--- src/verilog/cds_params.svh ---
`ifndef CDS_PARAMS_SVH
`define CDS_PARAMS_SVH

// Register offsets on the internal register port (13-bit addresses).
`define CDS_ADDR_W 13
`define CDS_ADDR_ALIGN 13'h109
`define CDS_ADDR_POWER 13'h008
`define CDS_ADDR_STAB 13'h009
`define CDS_ADDR_RATIO 13'h10B
`define CDS_ADDR_STATUS 13'h10C

// Field positions in the divider alignment register.
`define CDS_ALIGN_EN_BIT 0
`define CDS_ALIGN_ONCE_BIT 1
`define CDS_ALIGN_SYSREF_BIT 7
`define CDS_ALIGN_MASK 8'h83

// Field positions in the power, stabilizer and ratio registers.
`define CDS_POWER_PD_BIT 0
`define CDS_POWER_STBY_BIT 1
`define CDS_POWER_MASK 8'h03
`define CDS_STAB_EN_BIT 0
`define CDS_STAB_MASK 8'h01
`define CDS_RATIO_MASK 8'h07

// Field positions in the status register.
`define CDS_STAT_ARMED_BIT 0
`define CDS_STAT_PD_BIT 1
`define CDS_STAT_STBY_BIT 2
`define CDS_STAT_READY_BIT 3
`define CDS_STAT_PIN_BIT 4

// Reset values.
`define CDS_RST_ALIGN 8'h00
`define CDS_RST_POWER 8'h00
`define CDS_RST_STAB 8'h01
`define CDS_RST_RATIO 8'h00
`define CDS_RDATA_NONE 8'h00

// Standby keeps the reference charged, so its wake time is the
// down time shifted right by this many places.
`define CDS_STBY_WAKE_SHIFT 2

`endif

--- src/verilog/cds_pkg.sv ---
package cds_pkg;

	// One access on the internal register port behind the serial control port.
	typedef struct packed {
		logic wr; // Write strobe, one cycle.
		logic rd; // Read strobe, one cycle.
		logic [12:0] addr; // Register offset.
		logic [7:0] wdata; // Write data.
	} cds_reg_req_t;

	// Asynchronous control pins, sampled together.
	typedef struct packed {
		logic sync_strobe; // External divider alignment strobe.
		logic sysref; // SYSREF from the link clocking.
		logic powerdown_pin; // High requests power-down.
	} cds_pins_t;

	// Power state of the converter core.
	typedef enum logic [1:0] {
		CDS_PWR_RUN,
		CDS_PWR_DOWN,
		CDS_PWR_STBY,
		CDS_PWR_WAKE
	} cds_pwr_state_t;

endpackage

--- src/verilog/cds_sync2.sv ---
module cds_sync2 #(
	parameter int WIDTH = 3
) (
	input wire logic core_clk, // Sample clock.
	input wire logic sys_rst, // Synchronous reset, active high.
	input wire logic [WIDTH-1:0] async_in, // Pins from outside the clock domain.
	output logic [WIDTH-1:0] sync_out // Two-flop synchronised copies.
);

	////////////////////////////////////////////////////////////////////////
	// Elaboration check.
	if (WIDTH < 1) begin : g_chk
		$error("cds_sync2 needs WIDTH of at least one.");
	end

	////////////////////////////////////////////////////////////////////////
	// One two-stage synchroniser per bit; the first stage feeds only the second.
	for (genvar i = 0; i < WIDTH; i++) begin : g_bit
		logic meta_ff; // First stage, may go metastable.
		logic nxt_meta;
		logic hold_ff; // Second stage, safe to read.
		logic nxt_hold;

		// Next values are a plain shift.
		always_comb begin
			nxt_meta = async_in[i];
			nxt_hold = meta_ff;
		end

		// Registers clear to low so no false edge is seen after reset.
		always_ff @(posedge core_clk) begin
			if (sys_rst) begin
				meta_ff <= 1'b0;
				hold_ff <= 1'b0;
			end else begin
				meta_ff <= nxt_meta;
				hold_ff <= nxt_hold;
			end
		end

		assign sync_out[i] = hold_ff;
	end

endmodule

--- src/verilog/cds_clock_ctrl.sv ---
`include "cds_params.svh"

module cds_clock_ctrl
	import cds_pkg::*;
#(
	parameter int RATIO_W = 3,
	parameter int WAKE_W = 12
) (
	input wire logic core_clk, // Incoming sample clock, 200 MHz.
	input wire logic sys_rst, // Synchronous reset, active high.
	input wire cds_reg_req_t reg_req, // Register port access.
	output logic [7:0] reg_rdata, // Read data, valid the cycle after rd.
	input wire cds_pins_t pins, // Asynchronous sync, SYSREF and power-down pins.
	output logic internal_clk, // Divided and stabilised internal clock.
	output logic sample_tick, // One-cycle pulse on each internal rising edge.
	output logic ser_out_oe, // High while the serial output drivers drive.
	output logic ref_on, // High while the reference and its buffer are powered.
	output logic bias_on, // High while the bias networks are powered.
	output logic clk_on, // High while the internal clock runs.
	output logic conv_ready // High in normal conversion operation.
);

	////////////////////////////////////////////////////////////////////////
	// Elaboration checks: the ratio field is three bits wide for one to eight.
	if (RATIO_W != 3) begin : g_chk_ratio
		$error("cds_clock_ctrl supports RATIO_W of 3 only.");
	end
	if (WAKE_W < 4 || WAKE_W > 12) begin : g_chk_wake
		$error("cds_clock_ctrl supports WAKE_W from 4 to 12.");
	end

	////////////////////////////////////////////////////////////////////////
	// Pin synchronisation; nothing reads the raw pins.
	cds_pins_t pins_s; // Pins after two flip-flops.

	cds_sync2 #(
		.WIDTH(3)
	) u_sync (
		.core_clk(core_clk),
		.sys_rst(sys_rst),
		.async_in(pins),
		.sync_out(pins_s)
	);

	logic sync_prev_ff; // Previous synchronised strobe level.
	logic nxt_sync_prev;
	logic sysref_prev_ff; // Previous synchronised SYSREF level.
	logic nxt_sysref_prev;
	logic sync_rise; // Rising edge of the alignment strobe.
	logic sysref_rise; // Rising edge of SYSREF.

	// Edge detection works on the second synchroniser stage only.
	always_comb begin
		nxt_sync_prev = pins_s.sync_strobe;
		nxt_sysref_prev = pins_s.sysref;
		sync_rise = pins_s.sync_strobe & ~sync_prev_ff;
		sysref_rise = pins_s.sysref & ~sysref_prev_ff;
	end

	// Edge history registers.
	always_ff @(posedge core_clk) begin
		if (sys_rst) begin
			sync_prev_ff <= 1'b0;
			sysref_prev_ff <= 1'b0;
		end else begin
			sync_prev_ff <= nxt_sync_prev;
			sysref_prev_ff <= nxt_sysref_prev;
		end
	end

	////////////////////////////////////////////////////////////////////////
	// Register file.
	logic [7:0] align_ff; // Clock divider alignment control.
	logic [7:0] nxt_align;
	logic [7:0] power_ff; // Power-down and standby commands.
	logic [7:0] nxt_power;
	logic [7:0] stab_ff; // Duty cycle stabilizer enable.
	logic [7:0] nxt_stab;
	logic [7:0] ratio_ff; // Divide ratio minus one.
	logic [7:0] nxt_ratio;
	logic armed_ff; // First-strobe realignment is armed.
	logic nxt_armed;
	logic [7:0] rdata_ff; // Read data register.
	logic [7:0] nxt_rdata;
	logic [7:0] status; // Live status byte.
	logic align_wr; // This cycle writes the alignment register.
	logic strobe_raw; // Edge from the selected reset source.
	logic strobe_valid; // Edge accepted as a divider reset.
	cds_pwr_state_t state_ff; // Power state.
	logic clk_on_ff, nxt_clk_on; // Internal clock runs; strobes need it.
	logic conv_ready_ff, nxt_conv_ready; // Normal operation, also shown in status.

	// Strobe qualification; the pin strobe is dropped under SYSREF source.
	always_comb begin
		if (align_ff[`CDS_ALIGN_SYSREF_BIT]) begin
			strobe_raw = sysref_rise;
		end else begin
			strobe_raw = sync_rise;
		end
		// Once mode only passes a strobe while armed; the clock must run.
		strobe_valid = strobe_raw & align_ff[`CDS_ALIGN_EN_BIT]
			& (~align_ff[`CDS_ALIGN_ONCE_BIT] | armed_ff) & clk_on_ff;
	end

	// Writes, arming and read decode.
	always_comb begin
		nxt_align = align_ff;
		nxt_power = power_ff;
		nxt_stab = stab_ff;
		nxt_ratio = ratio_ff;
		nxt_rdata = rdata_ff;
		align_wr = reg_req.wr && (reg_req.addr == `CDS_ADDR_ALIGN);
		status = `CDS_RDATA_NONE;
		status[`CDS_STAT_ARMED_BIT] = armed_ff;
		status[`CDS_STAT_PD_BIT] = (state_ff == CDS_PWR_DOWN);
		status[`CDS_STAT_STBY_BIT] = (state_ff == CDS_PWR_STBY);
		status[`CDS_STAT_READY_BIT] = conv_ready_ff;
		status[`CDS_STAT_PIN_BIT] = pins_s.powerdown_pin;
		if (reg_req.wr) begin
			if (reg_req.addr == `CDS_ADDR_ALIGN) begin
				nxt_align = reg_req.wdata & `CDS_ALIGN_MASK;
			end else if (reg_req.addr == `CDS_ADDR_POWER) begin
				nxt_power = reg_req.wdata & `CDS_POWER_MASK;
			end else if (reg_req.addr == `CDS_ADDR_STAB) begin
				nxt_stab = reg_req.wdata & `CDS_STAB_MASK;
			end else if (reg_req.addr == `CDS_ADDR_RATIO) begin
				nxt_ratio = reg_req.wdata & `CDS_RATIO_MASK;
			end
		end
		// A strobe spends the arm; a write in the same cycle re-arms and wins.
		nxt_armed = armed_ff;
		if (strobe_valid && align_ff[`CDS_ALIGN_ONCE_BIT]) begin
			nxt_armed = 1'b0;
		end
		if (align_wr) begin
			nxt_armed = 1'b1;
		end
		if (reg_req.rd) begin
			if (reg_req.addr == `CDS_ADDR_ALIGN) begin
				nxt_rdata = align_ff;
			end else if (reg_req.addr == `CDS_ADDR_POWER) begin
				nxt_rdata = power_ff;
			end else if (reg_req.addr == `CDS_ADDR_STAB) begin
				nxt_rdata = stab_ff;
			end else if (reg_req.addr == `CDS_ADDR_RATIO) begin
				nxt_rdata = ratio_ff;
			end else if (reg_req.addr == `CDS_ADDR_STATUS) begin
				nxt_rdata = status;
			end else begin
				nxt_rdata = `CDS_RDATA_NONE; // Unmapped offsets read as zero.
			end
		end
	end

	// Register file flip-flops.
	always_ff @(posedge core_clk) begin
		if (sys_rst) begin
			align_ff <= `CDS_RST_ALIGN;
			power_ff <= `CDS_RST_POWER;
			stab_ff <= `CDS_RST_STAB;
			ratio_ff <= `CDS_RST_RATIO;
			armed_ff <= 1'b0;
			rdata_ff <= `CDS_RDATA_NONE;
		end else begin
			align_ff <= nxt_align;
			power_ff <= nxt_power;
			stab_ff <= nxt_stab;
			ratio_ff <= nxt_ratio;
			armed_ff <= nxt_armed;
			rdata_ff <= nxt_rdata;
		end
	end

	////////////////////////////////////////////////////////////////////////
	// Power state machine.
	cds_pwr_state_t nxt_state;
	logic [WAKE_W-1:0] down_time_ff; // Time spent down, saturating.
	logic [WAKE_W-1:0] nxt_down_time;
	logic [WAKE_W-1:0] wake_cnt_ff; // Remaining wake-up cycles.
	logic [WAKE_W-1:0] nxt_wake_cnt;
	logic pd_req; // Full power-down is requested.
	logic stby_req; // Standby is requested.
	logic ser_out_oe_ff, nxt_ser_out_oe;
	logic ref_on_ff, nxt_ref_on;
	logic bias_on_ff, nxt_bias_on;

	// Full power-down outranks standby when both are asked for.
	always_comb begin
		pd_req = power_ff[`CDS_POWER_PD_BIT] | pins_s.powerdown_pin;
		stby_req = power_ff[`CDS_POWER_STBY_BIT];
		nxt_state = state_ff;
		nxt_down_time = down_time_ff;
		nxt_wake_cnt = wake_cnt_ff;
		case (state_ff)
			CDS_PWR_RUN: begin
				nxt_down_time = '0;
				if (pd_req) begin
					nxt_state = CDS_PWR_DOWN;
				end else if (stby_req) begin
					nxt_state = CDS_PWR_STBY;
				end
			end
			CDS_PWR_DOWN, CDS_PWR_STBY: begin
				// Discharge accumulates while down; wake time follows it.
				if (down_time_ff != '1) begin
					nxt_down_time = down_time_ff + 1'b1;
				end
				if (pd_req) begin
					nxt_state = CDS_PWR_DOWN;
				end else if (stby_req) begin
					nxt_state = CDS_PWR_STBY;
				end else begin
					nxt_state = CDS_PWR_WAKE;
					if (state_ff == CDS_PWR_STBY) begin
						nxt_wake_cnt = down_time_ff >> `CDS_STBY_WAKE_SHIFT;
					end else begin
						nxt_wake_cnt = down_time_ff;
					end
				end
			end
			CDS_PWR_WAKE: begin
				// Going down again mid-wake keeps the charge still missing.
				if (pd_req || stby_req) begin
					nxt_down_time = wake_cnt_ff;
					nxt_state = pd_req ? CDS_PWR_DOWN : CDS_PWR_STBY;
				end else if (wake_cnt_ff == '0) begin
					nxt_state = CDS_PWR_RUN;
				end else begin
					nxt_wake_cnt = wake_cnt_ff - 1'b1;
				end
			end
			default: begin
				nxt_state = CDS_PWR_RUN;
			end
		endcase
		// Drivers float, and circuits are off, according to the next state.
		nxt_ser_out_oe = (nxt_state == CDS_PWR_RUN);
		nxt_ref_on = (nxt_state != CDS_PWR_DOWN);
		nxt_bias_on = (nxt_state == CDS_PWR_RUN) || (nxt_state == CDS_PWR_WAKE);
		nxt_clk_on = nxt_bias_on;
		nxt_conv_ready = (nxt_state == CDS_PWR_RUN);
	end

	// Power state flip-flops; reset comes up running.
	always_ff @(posedge core_clk) begin
		if (sys_rst) begin
			state_ff <= CDS_PWR_RUN;
			down_time_ff <= '0;
			wake_cnt_ff <= '0;
			ser_out_oe_ff <= 1'b1;
			ref_on_ff <= 1'b1;
			bias_on_ff <= 1'b1;
			clk_on_ff <= 1'b1;
			conv_ready_ff <= 1'b1;
		end else begin
			state_ff <= nxt_state;
			down_time_ff <= nxt_down_time;
			wake_cnt_ff <= nxt_wake_cnt;
			ser_out_oe_ff <= nxt_ser_out_oe;
			ref_on_ff <= nxt_ref_on;
			bias_on_ff <= nxt_bias_on;
			clk_on_ff <= nxt_clk_on;
			conv_ready_ff <= nxt_conv_ready;
		end
	end

	////////////////////////////////////////////////////////////////////////
	// Clock divider and duty cycle stabilizer.
	logic [RATIO_W-1:0] cnt_ff; // Position within the divided period.
	logic [RATIO_W-1:0] nxt_cnt;
	logic [RATIO_W-1:0] act_ratio_ff; // Ratio minus one in force this period.
	logic [RATIO_W-1:0] nxt_act_ratio;
	logic [RATIO_W:0] half; // High-phase length with the stabilizer on.
	logic int_clk_ff, nxt_int_clk;
	logic tick_ff, nxt_tick;

	// A new ratio takes effect only at a period boundary, avoiding runt pulses.
	always_comb begin
		nxt_act_ratio = act_ratio_ff;
		if (!clk_on_ff) begin
			nxt_cnt = '0;
			nxt_act_ratio = ratio_ff[RATIO_W-1:0];
		end else if (strobe_valid) begin
			nxt_cnt = '0;
			nxt_act_ratio = ratio_ff[RATIO_W-1:0];
		end else if (cnt_ff == act_ratio_ff) begin
			nxt_cnt = '0;
			nxt_act_ratio = ratio_ff[RATIO_W-1:0];
		end else begin
			nxt_cnt = cnt_ff + 1'b1;
		end
		// Ceiling of half the period; the high phase may start only at count zero,
		// so enabling the stabilizer mid-period cannot make a rise without a sample.
		half = ({1'b0, nxt_act_ratio} + 1'b1 + 1'b1) >> 1;
		if (stab_ff[`CDS_STAB_EN_BIT]) begin
			nxt_int_clk = nxt_clk_on & ({1'b0, nxt_cnt} < half)
				& (int_clk_ff | (nxt_cnt == '0));
		end else begin
			nxt_int_clk = nxt_clk_on & (nxt_cnt == '0);
		end
		nxt_tick = nxt_clk_on & (nxt_cnt == '0);
	end

	// Divider flip-flops.
	always_ff @(posedge core_clk) begin
		if (sys_rst) begin
			cnt_ff <= '0;
			act_ratio_ff <= '0;
			int_clk_ff <= 1'b0;
			tick_ff <= 1'b0;
		end else begin
			cnt_ff <= nxt_cnt;
			act_ratio_ff <= nxt_act_ratio;
			int_clk_ff <= nxt_int_clk;
			tick_ff <= nxt_tick;
		end
	end

	////////////////////////////////////////////////////////////////////////
	// Outputs, all straight from flip-flops.
	assign reg_rdata = rdata_ff;
	assign internal_clk = int_clk_ff;
	assign sample_tick = tick_ff;
	assign ser_out_oe = ser_out_oe_ff;
	assign ref_on = ref_on_ff;
	assign bias_on = bias_on_ff;
	assign clk_on = clk_on_ff;
	assign conv_ready = conv_ready_ff;

endmodule

--- config.mk ---
export PLATFORM = sky130hd
export DESIGN_NAME = cds_clock_ctrl
export DESIGN_NICKNAME = d
export VERILOG_FILES = /design/src/verilog/cds_pkg.sv /design/src/verilog/cds_sync2.sv /design/src/verilog/cds_clock_ctrl.sv
export VERILOG_INCLUDE_DIRS = /design/src /design/src/verilog
export SDC_FILE = /design/constraint.sdc
export NUM_CORES = 1
export LEC_CHECK = 0
export ABC_AREA = 1
export BUFFER_PORTS_ARGS = -buffer_cell sky130_fd_sc_hd__buf_2
export CAP_MARGIN = 20
export CORE_ASPECT_RATIO = 0.7
export CORE_MARGIN = 2
export CORE_UTILIZATION = 53
export DETAILED_ROUTE_END_ITERATION = 10
export PLACE_DENSITY_LB_ADDON = 0.12
export SLEW_MARGIN = 20
export SYNTH_ARGS = -nofsm -noshare
export SYNTH_HDL_FRONTEND = slang
export SYNTH_SLANG_ARGS = --single-unit
--- constraint.sdc ---
create_clock -name core_clk -period 2.1 [get_ports core_clk]
set_input_delay 0.42 -clock core_clk [delete_from_list [all_inputs] [get_ports core_clk]]
set_output_delay 0.42 -clock core_clk [all_outputs]
set_load 0.01 [all_outputs]
-- Word level (Yosys, flattened, before mapping)
Index checks and enable logic that the tools add are counted.
W data, S select, Z words.
- register bits after elaboration: 63
- input bits: 28
- output and inout bits: 15
- logic and storage cells: 114
- $add $sub $neg: 5
- order comparisons: 1
- eq/ne operators: 18
- multiplexer cells: 32
- bitwise operators: 17
- reduce and logical (&&, ||, !) cells: 17
- operator list (cell ; count):
    $mux W12 ; 7
    $eq A13 B9 Y1 const B ; 3
    $pmux W12 S3 ; 1
    $eq A13 B4 Y1 const B ; 2
    $pmux W12 S2 ; 1
    $mux W5 ; 4
    $mux W3 ; 6
    $add A12 B1 Y12 const B ; 1
    $logic_not A12 Y1 ; 1
    $mux W2 ; 6
    $ne A12 B12 Y1 const B ; 1
    $ne A2 B2 Y1 const B ; 6
    $sub A12 B1 Y12 const B ; 1
    $reduce_and A5 Y1 ; 2
    $and A1 B1 Y1 ; 8
    $mux W8 ; 1
    $eq A2 B2 Y1 const B ; 3
    $not A1 Y1 ; 6
    $pmux W2 S3 ; 1
    $mux W1 ; 5
    $add A3 B1 Y4 const B ; 1
    $add A4 B1 Y4 const B ; 1
    $logic_not A2 Y1 ; 2
    $reduce_and A2 Y1 ; 2
    other kinds (13) ; 18

-- Depth between registers and ports, before layout
Gate-level depths: netlist of run 1.
- depth in word-level cells: 14
- depth in mapped cells: 16
- depth with buffers taken out: 16

-- Hierarchy
Synthesis of run 1 repeated with hierarchy kept, for this count alone.
- cell total of the unflattened synthesis: 557
- area total of the unflattened synthesis: 3577.2 µm²
- modules (own cells, without submodules) (module ; instances ; cells each ; area an instance (µm²) ; sequential area each (µm²)):
    cds_clock_ctrl ; 1 ; 536 ; 3389.5 ; 1101.1
    cds_sync2 ; 1 ; 21 ; 187.7 ; 120.1

-- Worst setup path before layout of run 1
Ideal clock, no wire load.
- path kind: reg2reg
- start point: reg state_ff[1]
- end point: reg int_clk_ff, in the netlist internal_clk
- library setup time: 0.058 ns
- data arrival time: 1.940 ns
- required time: 2.042 ns
- path slack: 0.102 ns
- stages on the path, launching flop included: 16
- buffers on the path: 2
- clock period less this slack: 1.998 ns
- cells stage by stage: dfxtp_1 ha_1 buf_6 inv_1 clkbuf_1 a31oi_1 nand2_1 nand3_1 nand2_1 ha_1 inv_1 nor2_1 nand2_1 a21oi_1 nand3_1 nand2_1
- longest elaborated chain between the ends: 8
- elaborated cells between the ends (all ways): 17
- classes of those cells: eq/ne: 4; mux: 6; bitwise: 3; reduce/logical: 4
- RTL lines (item ; line ; source):
    start, declared ; cds_clock_ctrl.sv:89 ; cds_pwr_state_t state_ff;
    start signal, assigned ; cds_clock_ctrl.sv:256 ; state_ff <= nxt_state;
    $eq A2 B1 Y1 (tied with other cells) ; cds_clock_ctrl.sv:194 ; case (state_ff)
    $reduce_or A2 Y1 (tied with other cells) ; cds_clock_ctrl.sv:194 ;
    $pmux W2 S3 (*) ; cds_clock_ctrl.sv:194 ;
    $eq A2 B2 Y1 / $logic_not A2 Y1 (equally long branches) ; cds_clock_ctrl.sv:239 ; nxt_bias_on = (nxt_state == CDS_PWR_RUN) || (nxt_state == CDS_PWR_WAKE);
    $logic_or A1 B1 Y1 (*) ; cds_clock_ctrl.sv:239 ;
    net nxt_bias_on ; cds_clock_ctrl.sv:185 ; logic bias_on_ff, nxt_bias_on;
    $and A1 B1 Y1 ; cds_clock_ctrl.sv:296 ; nxt_int_clk = nxt_clk_on & ({1'b0, nxt_cnt} < half)
    $and A1 B1 Y1 ; cds_clock_ctrl.sv:297 ; & (int_clk_ff | (nxt_cnt == '0));
    $mux W1 (*) ; cds_clock_ctrl.sv:295 ; if (stab_ff[`CDS_STAB_EN_BIT]) begin
    end signal, assigned ; cds_clock_ctrl.sv:314 ; int_clk_ff <= nxt_int_clk;
    end, declared ; cds_clock_ctrl.sv:274 ; logic int_clk_ff, nxt_int_clk;
Mark *: on every way through the listed nets, which the timed path passes. The rest lies on a longest branch.
A chain may end at the register's enable or synchronous reset.

-- Final worst setup path of run 1
- start point: reg wake_cnt_ff[1]
- end point: reg int_clk_ff, in the netlist internal_clk
- longest elaborated chain between the ends: 9
- elaborated cells between the ends (all ways): 11
- classes of those cells: eq/ne: 1; mux: 4; bitwise: 3; reduce/logical: 3
- RTL lines (item ; line ; source):
    start, declared ; cds_clock_ctrl.sv:179 ; logic [WAKE_W-1:0] wake_cnt_ff;
    start signal, assigned ; cds_clock_ctrl.sv:258 ; wake_cnt_ff <= nxt_wake_cnt;
    $logic_not A12 Y1 (*) ; cds_clock_ctrl.sv:226 ; end else if (wake_cnt_ff == '0) begin
    $mux W2 (*) ; cds_clock_ctrl.sv:226 ;
    $mux W2 (*) ; cds_clock_ctrl.sv:223 ; if (pd_req || stby_req) begin
    $pmux W2 S3 (*) ; cds_clock_ctrl.sv:194 ;
    net nxt_state[0] ; cds_clock_ctrl.sv:176 ; cds_pwr_state_t nxt_state;
    $eq A2 B2 Y1 / $logic_not A2 Y1 (equally long branches) ; cds_clock_ctrl.sv:239 ;
    $logic_or A1 B1 Y1 (*) ; cds_clock_ctrl.sv:239 ;
    net nxt_bias_on ; cds_clock_ctrl.sv:185 ;
    $and A1 B1 Y1 ; cds_clock_ctrl.sv:296 ;
    $and A1 B1 Y1 ; cds_clock_ctrl.sv:297 ;
    $mux W1 (*) ; cds_clock_ctrl.sv:295 ;
Marks and branches as above.

==> results of run 1 <==
[state kept, by name (all words and copies together), names as in the netlist, 2 cells and up]
| signal | count |
|---|---|
| act_ratio_ff | 3 |
| align_ff | 3 |
| cnt_ff | 3 |
| down_time_ff | 12 |
| power_ff | 2 |
| ratio_ff | 3 |
| reg_rdata | 6 |
| state_ff | 2 |
| u_sync.g_bit.hold_ff | 3 |
| u_sync.g_bit.meta_ff | 3 |
| wake_cnt_ff | 12 |
[metal layers]
metal  track usage  vias to the layer above  routed length (um)
li1              -                     1856                   -
met5             0                        -                   0
met2        0.3575                      150                3618
met4       0.09037                        0                 112
met3       0.07322                       11                 802
met1        0.4006                     1601                4767
[power groups by stage]
stage,combinational (mW),clock [mW],sequential [mW]
6_report,2.28,1.06,1.47
5_1_grt,2.60,1.13,1.49
4_1_cts,2.14,1.09,1.45
3_5_place_dp,2.12,0,1.47
3_3_place_gp,2.06,0,1.47
2_1_floorplan,1.57,0,1.47
[layout make-up]
cell class                 instances  area [sq um]
tap                               91         113.9
multi-input combinational        399          1979
fill                             610          2260
sequential                        61          1229
clock buffer                       9         123.9
clock inverter                     7         76.32
timing repair buffer              52         300.3
inverter                          75         284.0
[synth_stat cells, drive strengths merged, types with 4 or more instances]
cell    count
a21oi      42
buf        11
clkbuf     10
dfxtp      61
ha         12
inv        75
nand2     134
nand3      35
nand4       7
nor2       86
nor3        5
o21ai      55
xor2        4
[logic make-up after synthesis]
logic type,count (synthesis),synth area share
DFF,61,0.3431
buffers and inverters,96,0.1174
and+or+nand+nor,272,0.3223
other,1,0.001053
adders and majority gates,12,0.04218
xor gates and xnor gates,5,0.01230
muxes,1,0.002812
AOI/OAI and AO/OA,107,0.1589
[worst max path at each step]
stage	cells after the start	to	slack, ns
2_1_floorplan	15	internal_clk$_SDFF_PP0_	0.10
3_3_place_gp	16	internal_clk$_SDFF_PP0_	0.05
3_5_place_dp	16	internal_clk$_SDFF_PP0_	0.02
4_1_cts	13	internal_clk$_SDFF_PP0_	0.02
5_1_grt	15	internal_clk$_SDFF_PP0_	-0.09
6_report	16	internal_clk$_SDFF_PP0_	0.10
[what timing repair did]
action,in CTS,in global routing
pin swaps,0,2
setup endpoints to repair,1,5
resized for setup,1,18
hold buffers,0,0
[layout by cell type, fill, tap and decap left out, types with 3 or more instances in the layout]
master and n:
o22ai_1 3, a21oi_2 3, nand2_2 3, inv_2 3, a21oi_1 39, buf_2 36
dfxtp_2 3, clkbuf_8 9, dfxtp_1 57, nor3_1 5, nor2_1 78, nand4_1 7
ha_1 9, buf_4 16, o21ai_0 54, inv_1 71, o211ai_1 3, nand3_1 31
nand3_2 4, clkinv_4 3, nor2_2 6, nand2_1 130, xor2_1 4
[worst register-to-register path, delay by kind of cell, from the launching register on]
| kind | cells | cell delay, ns |
|---|---|---|
| compound gates | 2 | 0.19 |
| simple gates | 10 | 0.89 |
| buf+inv | 2 | 0.14 |
| flops | 1 | 0.33 |
| fa+ha+maj | 2 | 0.41 |
[per-stage QoR]
step	total power, mW	utilization	setup TNS, ns
2_1_floorplan	3.039	-	0
5_1_grt	5.222	0.6450	-0.08863
3_5_place_dp	3.588	0.6038	0
4_1_cts	4.675	0.6356	0
3_3_place_gp	3.533	0.6038	0
6_report	4.810	0.6450	0
==> out/metrics.cfg, run 1 <==
[grt]
grt_pass1_wl_mm = 14.93
grt.total_usage = 0.2647
grt_max_degree = 38
grt_overflow = 0
grt_pass1_vias = 3155
antenna_found_initial = 0

[sta]
period_needed_ns = 1.998
layout_setup_ws_ns = 0.1016
clock_skew_ns = 0.009797
max_clock_freq_mhz = 500.4
slew_headroom = 0.5624
worst_slew_pin_slew_ns = 0.6557
fin_hold_ws_ns = 0.2598
hold_violations = 0
min_period_over_period = 0.9516
finalSetupViolations = 0
rsz0062_at_grt = yes
drv_slew = 0

[setup_path]
reg2regPathDepth = 16
rrSetupSlack_ns = 0.10
arrival_ns = 2.30
path_max_fanout = 3
critPathKind = flop to flop
cp-start-kind = flop
critPathSlowestCell = dfxtp_1
crit_start = wake_cnt_ff[1]$_SDFFE_PP0P_
critPathCaptureType = flop
cp_top_family = simple AND/OR/NAND/NOR gates
cp_slowest_stage_delay_ns = 0.33
crit_buf_inv = 2
timing.critical_path.cells = inv_2 > ha_4 > nand3_2 > nor2_4 > nand2_2 > nor2_4 > nand2_1 > nand2_1 > a21oi_2 > ha_1 > inv_1 > nor2_2 > nand2_1 > a21oi_1 > nand3_1 > nand2_1
worst_ep_required_time_ns = 2.40
r2r_end = internal_clk$_SDFF_PP0_
crit_path_frequent_cell = nand2_1
r2r_start = wake_cnt_ff[1]$_SDFFE_PP0P_

[finish]
num-nets-final = 638
fin_area_sq_mm = 0.004106
area.growth.synth_to_final_pct = 15.36
drive_above_1_share = 0.1675
final_cells = 694
diodes = 0

[min_path]
hold_end = u_sync.g_bit[0].meta_ff$_SDFF_PP0_
hold_depth = 3
hp-start = pins[0]
hold_class = primary input to flop

[place]
hpwl_mm = 6.688
numPlacedInstances = 678
gp_congestion = 0.9197
port_buffers = 36
pre_cts_slack_ns = 0.02288
post_dp_cell_area_sq_mm = 0.003844

[route]
firstDrtPassIters = 5
drt_wl_total_mm = 9.301
vias = 3618
drt_iter0_drc = 317
routedWlPerCell_um = 13.40
ant_nets = 0
drc = 0
via_per_inst = 5.213

[yosys]
synth_cells = 555
ys.flop_type = dfxtp_1
synthTopCellsByArea = dfxtp_1, nand2_1, nor2_1, inv_1, o21ai_0
yosysUniqueCellTypes = 38
synth_area_sq_mm = 0.003560
synth_top_cell_by_area = dfxtp_1
async_flop_share = 0
synth-edff-count = 0
synth-seq-cells = 61
avgSynthCellArea_sq_um = 6.414
yosysWarnings = 0
synth-seq-area-share = 0.3431
synth_top_area_share = 0.3431

[pwr]
power.leakage_nw = 1.777
pwr_density_cell_mw_per_mm2 = 1171
seq_power_share = 0.306
peakVddDrop_mv = 0.6189
combinationalPowerShare = 0.473
switchingPower_mw = 2.092
p_clk_frac = 0.221
swShare = 0.4348
p_int_mw = 2.719

[clock_tree]
worstSkewPairLatency_ns = 0.36
clock_sinks = 61
clk_pin_slew_worst_paths_ns = 0.07
htree_levels = 3
cts_tree = done
cts_root_buf = clkbuf_8
clock_path_buffers = 2
cts_buffers = 9
cts_setup_buffers = 0

[die]
die-area_sq_mm = 0.007398
core_area_sq_mm = 0.006366
floorplan.initialDensity = 0.5592
io_pins = 43
die_h_um = 72.57
rows = 24
fp.dieW_um = 102.0

[run]
drv_cap = 0

[status]
status = completed

No activity file was read; power rests on OpenSTA's default activity.
==> run 2, diff against run 1 <==
GPL_TIMING_DRIVEN = 0   (was not set)
REMOVE_ABC_BUFFERS = 1   (was not set)
==> run 2 against run 1 <==
  * Worst setup slack worse by 0.064 ns
  * First-iteration DRC count grew 5.0%
  * Non-clock buffer count down 6
  * Largest cell class unchanged
==> out/metrics.cfg, run 2 (synthesis results as in run 1) <==
[status]
status = completed  ; unchanged

[pwr]
pwr_density_cell_mw_per_mm2 = 1225  ; was 1171 mW/mm^2
power.leakage_nw = 1.772  ; was 1.777 nW
combinationalPowerShare = 0.455  ; was 0.473
p_clk_frac = 0.253  ; was 0.221
p_total_mw = 5.105  ; was 4.810 mW
seq_power_share = 0.292  ; was 0.306
switchingPower_mw = 2.112  ; was 2.092 mW
swShare = 0.4136  ; was 0.4348
p_int_mw = 2.994  ; was 2.719 mW
peakVddDrop_mv = 0.6318  ; was 0.6189 mV

[min_path]
hold_class = primary input to flop  ; unchanged
hold_depth = 3  ; unchanged

[grt]
grt_pass1_wl_mm = 14.17  ; was 14.93 mm
grt.total_usage = 0.2487  ; was 0.2647
grt_pass1_vias = 3008  ; was 3155
antenna_found_initial = 0  ; unchanged
grt_max_degree = 39  ; was 38
grt_overflow = 0  ; unchanged

[setup_path]
timing.critical_path.cells = inv_2 > ha_4 > nand3_4 > nor2_4 > nand2_2 > nor2_4 > nand2_1 > nand2_1 > a21oi_2 > ha_1 > inv_2 > nor2_4 > nand2_2 > a21oi_2 > nand3_1 > nand2_1  ; was inv_2 > ha_4 > nand3_2 > nor2_4 > nand2_2 > nor2_4 > nand2_1 > nand2_1 > a21oi_2 > ha_1 > inv_1 > nor2_2 > nand2_1 > a21oi_1 > nand3_1 > nand2_1
path_max_fanout = 3  ; unchanged
rrSetupSlack_ns = 0.04  ; was 0.10 ns
r2r_end = internal_clk$_SDFF_PP0_  ; unchanged
cp_top_family = simple AND/OR/NAND/NOR gates  ; unchanged
cp-endpoint = internal_clk$_SDFF_PP0_  ; unchanged
crit_cells = 16  ; unchanged
reg2regPathDepth = 16  ; unchanged
worst_ep_required_time_ns = 2.40  ; about the same
critPathCaptureType = flop  ; unchanged
crit_buf_inv = 2  ; unchanged
cp_slowest_stage_delay_ns = 0.33  ; about the same
arrival_ns = 2.36  ; was 2.30 ns
critPathSlowestCell = dfxtp_2  ; was dfxtp_1
cp-start-kind = flop  ; unchanged
crit_start = wake_cnt_ff[1]$_SDFFE_PP0P_  ; unchanged
critPathKind = flop to flop  ; unchanged
r2r_start = wake_cnt_ff[1]$_SDFFE_PP0P_  ; unchanged

[finish]
final_common_cell = nand2_1  ; unchanged
drive_above_1_share = 0.1809  ; was 0.1675
layout_common_cells = nand2_1, nor2_1, inv_1  ; unchanged
diodes = 0  ; unchanged
final_cells = 688  ; was 694
area.growth.synth_to_final_pct = 17.12  ; was 15.36%
fin_area_sq_mm = 0.004169  ; was 0.004106 sq mm
num-nets-final = 632  ; was 638

[sta]
rsz0062_at_grt = yes  ; unchanged
slew_headroom = 0.5167  ; was 0.5624
drv_slew = 0  ; unchanged
max_clock_freq_mhz = 484.8  ; was 500.4 MHz
final.setup.tns_ns = 0  ; unchanged
period_needed_ns = 2.063  ; was 1.998 ns
fin_hold_ws_ns = 0.2693  ; was 0.2598 ns
hold_violations = 0  ; unchanged
finalSetupViolations = 0  ; unchanged
clock_skew_ns = 0.01130  ; was 0.009797 ns
worst_slew_pin_slew_ns = 0.7250  ; was 0.6557 ns
min_period_over_period = 0.9822  ; was 0.9516

[route]
ant_nets = 0  ; unchanged
via_per_inst = 5.199  ; was 5.213
vias = 3577  ; was 3618
drt_wl_total_mm = 8.928  ; was 9.301 mm
routedWlPerCell_um = 12.98  ; was 13.40 um
drc = 0  ; unchanged
firstDrtPassIters = 5  ; unchanged
drt_iter0_drc = 333  ; was 317

[die]
floorplan.initialDensity = 0.5592  ; unchanged
rows = 24  ; unchanged
io_pins = 43  ; unchanged
fp.dieW_um = 102.0  ; unchanged
die-area_sq_mm = 0.007398  ; unchanged
die_h_um = 72.57  ; unchanged
core_area_sq_mm = 0.006366  ; unchanged

[clock_tree]
cts_buffers = 9  ; unchanged
worstSkewPairLatency_ns = 0.36  ; about the same
cts_root_buf = clkbuf_8  ; unchanged
cts_tree = done  ; unchanged
clock_path_buffers = 2  ; unchanged
clock_sinks = 61  ; unchanged
clk_pin_slew_worst_paths_ns = 0.07  ; about the same
htree_levels = 3  ; unchanged

[place]
hpwl_mm = 6.289  ; was 6.688 mm
numPlacedInstances = 662  ; was 678
port_buffers = 36  ; unchanged
gp_congestion = 0.9314  ; was 0.9197
post_dp_cell_area_sq_mm = 0.003724  ; was 0.003844 sq mm

[run]
drv_cap = 0  ; unchanged

## run 2: metal layers
metal  up-vias  GRT usage  part of all wire  routed length [um]
met5         -          0                 0                   0
met4         0    0.07852             0.011                  96
met3        10    0.06840              0.10                 900
met2       145     0.3260              0.39                3501
met1      1573     0.3873              0.50                4429
li1       1849          -                 -                   -
## run 2: power groups by stage
| stage | sequential [mW] | clock (mW) | combinational, mW |
|---|---|---|---|
| global placement | 1.48 | 0 | 1.92 |
| global route | 1.51 | 1.35 | 2.62 |
| floorplan | 1.47 | 0 | 1.46 |
| finish | 1.49 | 1.29 | 2.32 |
| CTS | 1.47 | 1.31 | 2.08 |
| detailed placement | 1.48 | 0 | 1.97 |
## run 2: stage by stage
| step | setup slack [ns] | util |
|---|---|---|
| 2_1_floorplan | -0.3238 | - |
| 3_3_place_gp | -0.9817 | 0.5849 |
| 3_5_place_dp | -1.018 | 0.5849 |
| 4_1_cts | -0.01345 | 0.6370 |
| 5_1_grt | -0.1172 | 0.6549 |
| 6_report | 0.03730 | 0.6549 |
## run 2: worst min-delay path by stage
stage | from | end | slack, ns
finish | pins[0] | u_sync.g_bit[0].meta_ff$_SDFF_PP0_ | 0.27
global route | pins[1] | u_sync.g_bit[1].meta_ff$_SDFF_PP0_ | 0.27
CTS | pins[2] | u_sync.g_bit[2].meta_ff$_SDFF_PP0_ | 0.27
detailed placement | u_sync.g_bit[2].meta_ff$_SDFF_PP0_ | u_sync.g_bit[2].hold_ff$_SDFF_PP0_ | 0.40
global placement | u_sync.g_bit[2].meta_ff$_SDFF_PP0_ | u_sync.g_bit[2].hold_ff$_SDFF_PP0_ | 0.39
floorplan | u_sync.g_bit[0].meta_ff$_SDFF_PP0_ | u_sync.g_bit[0].hold_ff$_SDFF_PP0_ | 0.39
## run 2: area by class of cell
cell class	count	area, sq um
clock buffer	9	123.9
clock inverter	7	123.9
fill	601	2197
inverter	75	287.8
multi-input combinational	399	2033
sequential	61	1231
tap	91	113.9
timing repair buffer	46	255.2
## run 2: timing repair
| item | in CTS | in global routing |
|---|---|---|
| gates cloned | 0 | 0 |
| setup buffers | 3 | 7 |
| resized for setup | 15 | 23 |
| endpoints found under the setup margin | 30 | 17 |
| hold buffers | 0 | 0 |
| pin swaps | 2 | 10 |
## run 2: worst min-delay path: stages
cell    delay (ns)
buf_2         0.07
inv_1         0.03
nor2_1        0.07
==> run 3, diff against run 2 <==
CTS_BUF_LIST = sky130_fd_sc_hd__clkbuf_16   (was not set)
==> run 3 against run 2 <==
  * Non-clock buffer count up 4
  * Highest routed layer unchanged
  * Sequential share of layout area fell by 0.90 points
  * Register-to-register slack got worse by 0.06 ns
  * Power rose by 9.2%
  * Routed wire length is 4.1% higher
  * Core utilization up 2.1 points
  * Via count grew 1.7%
  * Die area unchanged
  * Worst setup slack worse by 0.061 ns
  * Clock power grew 33%
  * Sequential power about the same
  * The flow now finishes with violations (setup timing)
  * Critical path depth unchanged
==> out/metrics.cfg, run 3 (synthesis results as in run 1) <==
[sta]
max_clock_freq_mhz = 470.8  ; was 484.8 MHz
final.setup.tns_ns = -0.02398  ; was 0 ns
clock_skew_ns = 0.008405  ; was 0.01130 ns
layout_setup_ws_ns = -0.02398  ; was 0.03730 ns
drv_slew = 0  ; unchanged
rsz0062_at_grt = yes  ; unchanged
period_needed_ns = 2.124  ; was 2.063 ns
hold_violations = 0  ; unchanged
finalSetupViolations = 1  ; was 0
slew_headroom = 0.5189  ; was 0.5167
worst_slew_pin_slew_ns = 0.7216  ; was 0.7250 ns
min_period_over_period = 1.011  ; was 0.9822

[finish]
nFillCells = 586  ; was 601
diodes = 0  ; unchanged
final_common_cell = nand2_1  ; unchanged
num-nets-final = 636  ; was 632
regArea_sq_mm = 0.001231  ; unchanged
multi_input_area_sq_mm = 0.002033  ; unchanged
drive_above_1_share = 0.1830  ; was 0.1809
area.growth.synth_to_final_pct = 20.81  ; was 17.12%
layout_common_cells = nand2_1, nor2_1, inv_1  ; unchanged

[route]
via_per_inst = 5.256  ; was 5.199
drc = 0  ; unchanged
ant_nets = 0  ; unchanged
vias = 3637  ; was 3577
routedWlPerCell_um = 13.43  ; was 12.98 um
firstDrtPassIters = 6  ; was 5
drt_wl_total_mm = 9.292  ; was 8.928 mm
drt_iter0_drc = 359  ; was 333

[die]
die-area_sq_mm = 0.007398  ; unchanged
floorplan.initialDensity = 0.5592  ; unchanged
core_area_sq_mm = 0.006366  ; unchanged
io_pins = 43  ; unchanged
rows = 24  ; unchanged
fp.dieW_um = 102.0  ; unchanged
die_h_um = 72.57  ; unchanged

[clock_tree]
clk_pin_slew_worst_paths_ns = 0.05  ; was 0.07 ns
cts_buffers = 9  ; unchanged
clock_sinks = 61  ; unchanged
cts_tree = done  ; unchanged
worstSkewPairLatency_ns = 0.33  ; was 0.36 ns
cts_root_buf = clkbuf_16  ; was clkbuf_8
clock_path_buffers = 2  ; unchanged
htree_levels = 3  ; unchanged

[place]
hpwl_mm = 6.289  ; unchanged
port_buffers = 36  ; unchanged
pre_cts_slack_ns = -1.018  ; unchanged
gp_congestion = 0.9314  ; unchanged

[setup_path]
critPathKind = flop to flop  ; unchanged
path_max_fanout = 3  ; unchanged
critPathSlowestCell = dfxtp_2  ; unchanged
worst_ep_required_time_ns = 2.37  ; was 2.40 ns
critPathCaptureType = flop  ; unchanged
cp-start-kind = flop  ; unchanged
arrival_ns = 2.40  ; was 2.36 ns
timing.critical_path.cells = inv_2 > ha_4 > nand3_4 > nor2_4 > nand2_2 > nor2_4 > nand2_1 > nand2_1 > a21oi_2 > ha_1 > inv_2 > nor2_4 > nand2_2 > a21oi_2 > nand3_1 > nand2_1  ; unchanged
cp_slowest_stage_delay_ns = 0.33  ; about the same

[pwr]
power.leakage_nw = 1.836  ; was 1.772 nW
peakVddDrop_mv = 0.8545  ; was 0.6318 mV
pwr_density_cell_mw_per_mm2 = 1297  ; was 1225 mW/mm^2

[grt]
grt_max_degree = 39  ; unchanged
grt_overflow = 0  ; unchanged
met2_usage = 0.3523  ; was 0.3260
grt_pass1_wl_mm = 14.69  ; was 14.17 mm
met3_usage = 0.06551  ; was 0.06840
grt_busiest_layer = met1  ; unchanged
grt_pass1_vias = 3105  ; was 3008
use_met1 = 0.3929  ; was 0.3873
grt.total_usage = 0.2559  ; was 0.2487
antenna_found_initial = 0  ; unchanged

[run]
drv_cap = 0  ; unchanged

[status]
status = finished with violations  ; was completed
failed_checks = setup timing

[min_path]
hold_class = primary input to flop  ; unchanged

run 3: power breakdown:
part | internal, mW | switching [mW]
Combinational | 0.882 | 1.48
Clock | 1.16 | 0.552
Sequential | 1.34 | 0.161
Total | 3.38 | 2.20
run 3: metal layers:
layer  vias to the layer above  part of all wire
li1                       1855                 -
met1                      1606              0.48
met2                       163              0.40
met3                        13              0.10
met4                         0             0.013
met5                         -                 0
run 3: what timing repair did:
| action | 4_1_cts | 5_1_grt |
|---|---|---|
| hold buffers | 0 | 0 |
| setup endpoints to repair | 30 | 9 |
| buffers inserted | 5 | 9 |
| gates resized for setup | 16 | 21 |
| pin swaps | 2 | 9 |
run 3: worst max-delay path: cells and delay by family (launching register included):
family,cells,cell delay [ns]
compound gates,2,0.19
fa+ha+maj,2,0.48
buf+inv,2,0.13
flops,1,0.33
simple gates,10,0.94
run 3: per-stage QoR:
step / cells / utilization / area (sq um) / hold slack, ns / power, mW
final: 692 / 0.6755 / 4300 / 0.2930 / 5.577
after global routing: 692 / 0.6755 / 4300 / 0.3009 / 5.951
after CTS: 683 / 0.6557 / 4174 / 0.2926 / 5.314
after detailed placement: 662 / 0.5849 / 3724 / 0.3967 / 3.449
after global placement: 662 / 0.5849 / 3724 / 0.3918 / 3.391
after floorplan: 535 / - / 3430 / 0.3883 / 2.932
run 3: final cells by class:
class                   instances  share of cell area
flip-flops and latches         61              0.2863
multi-input cells             399              0.4728
inverters                      75             0.06692
clock inverters                 7             0.02880
well taps                      91             0.02648
clock buffers                   9             0.05237
repair buffers                 50             0.06634
run 3: worst paths after layout:
check                                                         from                            endpoint  slack (ns)  cells after the start
worst max-delay path                   wake_cnt_ff[1]$_SDFFE_PP0P_             internal_clk$_SDFF_PP0_       -0.02                     16
worst min-delay path                                       pins[1]  u_sync.g_bit[1].meta_ff$_SDFF_PP0_        0.29                      3
worst max register to register         wake_cnt_ff[1]$_SDFFE_PP0P_             internal_clk$_SDFF_PP0_       -0.02                     16
worst min register to register  u_sync.g_bit[2].meta_ff$_SDFF_PP0_  u_sync.g_bit[2].hold_ff$_SDFF_PP0_        0.40                      2
